==> src/rxpc_pkg.sv <==
// Operation
// - separate copy per port, selected by port-select
// - self-test error count, 8-bit read-only
// - forward-all bit passes every transaction
// - forward-on-match bit passes matched transactions
// - acknowledge-every-write bit acks writes locally
// - forced-on bit keeps back channel enabled
// - else back channel needs a forwarding bit
// - forced-on writable only from local controller
// - check generation enable, resets to one
// - three-bit rate select, four defined codes
// - rate reset value from straps at power-up
// - override bit blocks forward-channel loading
// - forward pin count field, resets zero
// - host writes pin count only under override
package rxpc_pkg;
  localparam int          RXPC_PORTS       = 2;
  localparam logic [7:0]  RXPC_ADDR_PSEL   = 8'h4C;
  localparam logic [7:0]  RXPC_ADDR_BIST   = 8'h57;
  localparam logic [7:0]  RXPC_ADDR_LINK   = 8'h58;
  localparam logic [7:0]  RXPC_ADDR_PATH1  = 8'h59;
  localparam logic [7:0]  RXPC_ADDR_PATH2  = 8'h5A;
  localparam int          RXPC_FWD_ALL     = 7;
  localparam int          RXPC_FWD_MATCH   = 6;
  localparam int          RXPC_ACK_ALL     = 5;
  localparam int          RXPC_FORCED_ON   = 4;
  localparam int          RXPC_CHK_GEN     = 3;
  localparam int          RXPC_KEEP_LOCAL  = 7;
  localparam logic [4:0]  RXPC_LINK_RESET  = 5'h03;
  localparam logic [7:0]  RXPC_PATH_RESET  = 8'h00;
  localparam logic [2:0]  RXPC_RATE_2M5    = 3'h0;
  localparam logic [2:0]  RXPC_RATE_10M    = 3'h2;
  localparam logic [2:0]  RXPC_RATE_25M    = 3'h5;
  localparam logic [2:0]  RXPC_RATE_50M    = 3'h6;
endpackage : rxpc_pkg

==> src/rxpc_regs.sv <==
module rxpc_regs
  import rxpc_pkg::*;
(
  // clock and reset
  input  wire logic       CLOCK,
  input  wire logic       RESET,
  // register access from the I2C target
  input  wire logic       REG_WR,
  input  wire logic       REG_WR_LOCAL,
  input  wire logic [7:0] REG_ADDR,
  input  wire logic [7:0] REG_WDATA,
  output logic      [7:0] REG_RDATA,
  // power-down pin and rate straps
  input  wire logic       POWER_DOWN_PIN,
  input  wire logic [2:0] RATE_STRAP,
  // per-port datapath status
  input  wire logic [15:0] BIST_ERR_COUNT_IN,
  input  wire logic [1:0]  FWD_LOAD_VALID,
  input  wire logic [3:0]  FWD_PIN_COUNT_IN,
  input  wire logic [1:0]  ADDR_MATCH,
  // per-port controls
  output logic [1:0]      FORWARD_TXN,
  output logic [1:0]      ACK_ALL_WRITES,
  output logic [1:0]      RETURN_LINK_ENABLE,
  output logic [1:0]      RETURN_LINK_CHECK_GEN_ENABLE,
  output logic [5:0]      RETURN_LINK_RATE_SELECT,
  output logic [1:0]      KEEP_LOCAL_PATH_SETTINGS,
  output logic [3:0]      FORWARD_PIN_COUNT
);
  logic [7:0] psel_q;
  logic [1:0] pdn_meta_q, pdn_sync_q, pdn_prev_q;
  logic [2:0] strap_meta_q, strap_sync_q;
  logic [7:0] link_q [RXPC_PORTS];
  logic [7:0] path1_q [RXPC_PORTS];
  logic [7:0] path2_q [RXPC_PORTS];
  logic [7:0] bist_q [RXPC_PORTS];
  logic       strap_load;
  logic [7:0] rdata_d;

  // rate straps pass two flops, power-down pin passes four
  always_ff @(posedge CLOCK) begin
    pdn_meta_q   <= {pdn_meta_q[0], POWER_DOWN_PIN};
    strap_meta_q <= RATE_STRAP;
    strap_sync_q <= strap_meta_q;
    if (RESET) begin
      // idle level of the pin is high, so no false edge after reset
      pdn_sync_q <= 2'h3;
      pdn_prev_q <= 2'h3;
    end else begin
      pdn_sync_q <= {pdn_sync_q[0], pdn_meta_q[1]};
      pdn_prev_q <= pdn_sync_q;
    end
  end
  // rising power-down pin reloads the strapped rate
  assign strap_load = pdn_sync_q[1] & ~pdn_prev_q[1];

  always_ff @(posedge CLOCK) begin
    if (RESET) begin
      psel_q <= 8'h00;
    end else if (REG_WR && REG_ADDR == RXPC_ADDR_PSEL) begin
      psel_q <= REG_WDATA;
    end
  end

  genvar p;
  generate
    for (p = 0; p < RXPC_PORTS; p++) begin : g_port
      // low bits of port-select pick this port's copy
      logic wr_sel;
      assign wr_sel = REG_WR && psel_q[p];

      always_ff @(posedge CLOCK) begin
        bist_q[p] <= BIST_ERR_COUNT_IN[p*8 +: 8];
      end

      always_ff @(posedge CLOCK) begin
        if (RESET) begin
          link_q[p] <= {RXPC_LINK_RESET, strap_sync_q};
        end else if (strap_load) begin
          link_q[p][2:0] <= strap_sync_q;
        end else if (wr_sel && REG_ADDR == RXPC_ADDR_LINK) begin
          link_q[p][7:5] <= REG_WDATA[7:5];
          link_q[p][3]   <= REG_WDATA[3];
          if (REG_WR_LOCAL) begin
            link_q[p][4] <= REG_WDATA[4];
          end
          // reserved codes would glitch the link, so they are dropped
          if (REG_WDATA[2:0] == RXPC_RATE_2M5 || REG_WDATA[2:0] == RXPC_RATE_10M ||
              REG_WDATA[2:0] == RXPC_RATE_25M || REG_WDATA[2:0] == RXPC_RATE_50M) begin
            link_q[p][2:0] <= REG_WDATA[2:0];
          end
        end
      end

      always_ff @(posedge CLOCK) begin
        if (RESET) begin
          path1_q[p] <= RXPC_PATH_RESET;
          path2_q[p] <= RXPC_PATH_RESET;
        end else if (wr_sel && REG_ADDR == RXPC_ADDR_PATH1) begin
          path1_q[p][7:2] <= REG_WDATA[7:2];
          if (REG_WDATA[RXPC_KEEP_LOCAL] || path1_q[p][RXPC_KEEP_LOCAL]) begin
            path1_q[p][1:0] <= REG_WDATA[1:0];
          end
        end else if (wr_sel && REG_ADDR == RXPC_ADDR_PATH2) begin
          path2_q[p] <= REG_WDATA;
        end else if (FWD_LOAD_VALID[p] && !path1_q[p][RXPC_KEEP_LOCAL]) begin
          path1_q[p][1:0] <= FWD_PIN_COUNT_IN[p*2 +: 2];
        end
      end

      always_ff @(posedge CLOCK) begin
        if (RESET) begin
          FORWARD_TXN[p]                  <= 1'b0;
          ACK_ALL_WRITES[p]               <= 1'b0;
          RETURN_LINK_ENABLE[p]           <= 1'b0;
          RETURN_LINK_CHECK_GEN_ENABLE[p] <= 1'b0;
          RETURN_LINK_RATE_SELECT[p*3 +: 3] <= 3'h0;
          KEEP_LOCAL_PATH_SETTINGS[p]     <= 1'b0;
          FORWARD_PIN_COUNT[p*2 +: 2]     <= 2'h0;
        end else begin
          FORWARD_TXN[p] <= link_q[p][RXPC_FWD_ALL] |
                            (link_q[p][RXPC_FWD_MATCH] & ADDR_MATCH[p]);
          ACK_ALL_WRITES[p] <= link_q[p][RXPC_ACK_ALL];
          RETURN_LINK_ENABLE[p] <= link_q[p][RXPC_FORCED_ON] |
                                   link_q[p][RXPC_FWD_ALL] | link_q[p][RXPC_FWD_MATCH];
          RETURN_LINK_CHECK_GEN_ENABLE[p] <= link_q[p][RXPC_CHK_GEN];
          RETURN_LINK_RATE_SELECT[p*3 +: 3] <= link_q[p][2:0];
          KEEP_LOCAL_PATH_SETTINGS[p] <= path1_q[p][RXPC_KEEP_LOCAL];
          FORWARD_PIN_COUNT[p*2 +: 2] <= path1_q[p][1:0];
        end
      end
    end
  endgenerate

  // read returns the lowest selected port's copy
  always_comb begin
    rdata_d = 8'h00;
    if (REG_ADDR == RXPC_ADDR_PSEL) begin
      rdata_d = psel_q;
    end else begin
      for (int i = RXPC_PORTS - 1; i >= 0; i--) begin
        if (psel_q[i]) begin
          unique case (REG_ADDR)
            RXPC_ADDR_BIST:  rdata_d = bist_q[i];
            RXPC_ADDR_LINK:  rdata_d = link_q[i];
            RXPC_ADDR_PATH1: rdata_d = path1_q[i];
            RXPC_ADDR_PATH2: rdata_d = path2_q[i];
            default:         rdata_d = 8'h00;
          endcase
        end
      end
    end
  end

  always_ff @(posedge CLOCK) begin
    if (RESET) begin
      REG_RDATA <= 8'h00;
    end else begin
      REG_RDATA <= rdata_d;
    end
  end
endmodule : rxpc_regs

==> config.mk <==
export PLATFORM = sky130hd
export DESIGN_NAME = rxpc_regs
export DESIGN_NICKNAME = d
export VERILOG_FILES = /design/src/rxpc_pkg.sv /design/src/rxpc_regs.sv
export SDC_FILE = /design/constraint.sdc
export NUM_CORES = 1
export LEC_CHECK = 0
export BUFFER_PORTS_ARGS = -buffer_cell sky130_fd_sc_hd__buf_2
export CAP_MARGIN = 10
export CORE_MARGIN = 3
export CORE_UTILIZATION = 52
export CTS_BUF_LIST = sky130_fd_sc_hd__clkbuf_16
export CTS_CLUSTER_DIAMETER = 40
export DETAILED_ROUTE_END_ITERATION = 8
export PLACE_DENSITY = 0.75
export SKIP_CTS_REPAIR_TIMING = 1
export SLEW_MARGIN = 5
export SYNTH_ARGS = -nofsm -noshare
export SYNTH_HDL_FRONTEND = slang
export SYNTH_SLANG_ARGS = --single-unit
export TNS_END_PERCENT = 50
==> constraint.sdc <==
create_clock -name CLOCK -period 2.8 [get_ports CLOCK]
set_input_delay 0.42 -clock CLOCK [delete_from_list [all_inputs] [get_ports CLOCK]]
set_output_delay 0.42 -clock CLOCK [all_outputs]
set_load 0.05 [all_outputs]
==> flow_summary.yaml <==
run:
  maxCapViolCount: 0
timing:
  drv_slew: 0
  tightestPinTransition_ns: 0.753
  skew_ns: 0.00611
  slew_headroom_pct: 49.8
  finalSetupViolCount: 0
  post-route-period-util_pct: 82.3
  finalHoldViolations: 0
  fin_tns_setup_ns: 0
  max_freq_ghz: 0.434
  rsz0062_at_grt: "no"
  layout_min_cycle_time_ns: 2.31
die:
  start_util_pct: 54.0
  fp.dieW_um: 98.8
  pin_count: 76
  core_area_mm2: 0.00830
  die_h_um: 98.8
  dieArea_mm2: 0.00976
  rows: 33
global_routing:
  grt_antenna_before_repair: 0
  use_met2_pct: 36.9
  gr-max-usage-layer: "met2"
  overflow: 0
  grt_usage_pct: 22.9
  met3_usage_pct: 5.17
  gr-usage-met1_pct: 29.8
  grt_max_degree: 40
  grt_pass1_vias: 3381
  grt_pass1_wl_um: 17200
synth:
  netlist_top_cells_count: "dfxtp_1 (63), edfxtp_1 (48), and2_1 (32)"
  yosys_register_bits: 111
  synth_adder_area_share_pct: 0
  syn_nets: 439
  synth-xor-area-share_pct: 0.196
  yosysMostFrequentCell: "dfxtp_1"
  async_flop_share_pct: 0
  yosys_warnings: 0
  synth_area_leaders: "edfxtp_1 (32%), dfxtp_1 (28%), and2_1 (4.5%)"
  synth_enable_flop_cells: 48
  syn_inst: 391
  synthSimpleGateAreaFrac_pct: 19.4
  netlist.area_leader.share_pct: 32.2
  netlist_area_mm2: 0.00448
  synth_compound_area_share_pct: 14.1
  synth.avg_cell_area_um2: 11.5
  synth_top_cell_by_area: "edfxtp_1"
  synth_mux_area_share_pct: 3.35
  synth.yosys.seq_area_share_pct: 60.4
  synth_top_family_by_area: "simple AND/OR/NAND/NOR gates"
  synthFlopType: "dfxtp_1"
  yosysUniqueCellTypes: 50
layout:
  diodes: 0
  nFillCells: 683
  drive_gt1_share_pct: 26.2
  layout.nets: 521
  fin_area_mm2: 0.00533
  area_growth_pct: 18.9
worst_setup_path:
  cpPeakStageDelay_ns: 0.57
  start_kind: "primary input"
  crit_chain: "buf_2, or3b_1, or4b_4, or3_4, o21ai_0"
  critical_path.slowest_cell: "or4b_4"
  critPathRequiredTime_ns: 2.80
  crit_type: "in -> reg"
  critPathCaptureType: "flop"
  critPathArrivalTime_ns: 2.31
  crit_fanout: 4
cts:
  clock-sinks: 111
  cts_buffers: 9
  clk_latency_ns: 0.35
  tritoncts: "yes"
  cts_root_buf: "clkbuf_16"
  clk_pin_slew_ns: 0.07
  cts_buffer_depth: 2
  htree_levels: 3
place:
  io_buffers: 75
  hpwlAfterDp_um: 7700
  dpl-instance-area_mm2: 0.00503
  place.gp.congestion: 0.916
route:
  drc: 0
  routed_wl_um: 10900
  drtPass1Iterations: 5
  via_per_inst: 5.97
  vias: 3481
  ant_nets: 0
  wl_per_cell_um: 18.7
  drt_iter0_markers: 334
power_and_ir_drop:
  ir_drop_mv: 0.376
  p_per_area_mw_per_mm2: 617
  total_power_w: 0.00329
  static-leakage-power_nw: 2.16
worst_hold_path:
  hold_path.class: "in -> reg"
run_status:
  outcome: "finished, final reports clean"
[area by class of cell]
type | count | area (µm²) | area share, %
Multi-Input combinational cell | 252 | 1660 | 31.1
Sequential cell | 111 | 2700 | 50.7
Timing Repair Buffer | 94 | 518 | 9.73
Tap cell | 105 | 131 | 2.47
Clock inverter | 6 | 50.0 | 0.940
Inverter | 5 | 18.8 | 0.352
Clock buffer | 10 | 250 | 4.70
[kinds of logic (layout without fill, tap and decap cells)]
| kind of cell | count (synthesis) | in the layout |
|---|---|---|
| compound gates | 89 | 89 |
| simple gates | 147 | 147 |
| mux | 15 | 15 |
| buf+inv | 28 | 115 |
| xor+xnor | 1 | 1 |
| flops | 111 | 111 |
[cell usage in the layout (no fill, tap or decap), drive strengths merged, types with 4 or more instances in the layout]
cell and count:
nor2b 20, or2 8, a221oi 14, nor4 7, buf 94, edfxtp 48
nand2b 4, a21oi 13, nand2 25, mux2i 15, inv 8, a21o 6
o2bb2ai 8, nor3 6, a22o 5, dfxtp 63, nor2 25, a22oi 8
o21ai 18, or3 4, o41ai 6, and2 32, clkbuf 10
[sequential cells by signal, indices dropped and copies added (netlist names)]
signal,count
FORWARD_PIN_COUNT,4
FORWARD_TXN,2
ACK_ALL_WRITES,2
REG_RDATA,8
path2_q,16
KEEP_LOCAL_PATH_SETTINGS,2
path1_q,16
strap_meta_q,3
RETURN_LINK_RATE_SELECT,6
RETURN_LINK_ENABLE,2
RETURN_LINK_CHECK_GEN_ENABLE,2
pdn_meta_q,2
strap_sync_q,3
psel_q,8
pdn_sync_q,1
bist_q,16
pdn_prev_q,2
link_q,16
[worst paths after layout]
check / start / endpoint / slack (ns) / cells after the start
setup reg to reg: pdn_prev_q[1]$_SDFF_PP1_ / link_q[1][0]$_DFFE_PP_ / 0.75 / 4
setup / recovery: REG_ADDR[7] / link_q[1][0]$_DFFE_PP_ / 0.49 / 5
hold / removal: RATE_STRAP[2] / strap_meta_q[2]$_DFF_P_ / 0.17 / 1
hold reg to reg: strap_meta_q[2]$_DFF_P_ / strap_sync_q[2]$_DFF_P_ / 0.33 / 0
[through the flow]
step	hold slack (ns)	setup WS, ns	cells	util, %
floorplan	0.310	0.322	391	-
global route	0.157	0.456	583	64.2
finish	0.169	0.495	583	64.2
CTS	0.161	0.526	583	64.2
global placement	0.310	0.244	567	60.6
detailed placement	0.313	0.162	567	60.6
[worst max-delay path: cells and delay by family]
family          cells  cell delay [ns]
compound gates      1             0.40
buf+inv             1             0.10
simple gates        3             1.39
[metal layers]
metal | wire length (µm) | vias to the layer above | share of wire, %
met5 | 0 | - | 0
met4 | 252 | 0 | 2.3
met3 | 953 | 26 | 8.7
met2 | 5340 | 189 | 49
met1 | 4370 | 1677 | 40
li1 | - | 1589 | -
[where the power goes]
part / internal, W / leakage (nW) / switching, W
sequential: 0.00175 / 1.00 / 0.0000262
clock: 0.000671 / 0.142 / 0.000590
combinational: 0.0000820 / 1.01 / 0.000173
Power figures use the tool's default switching activity.
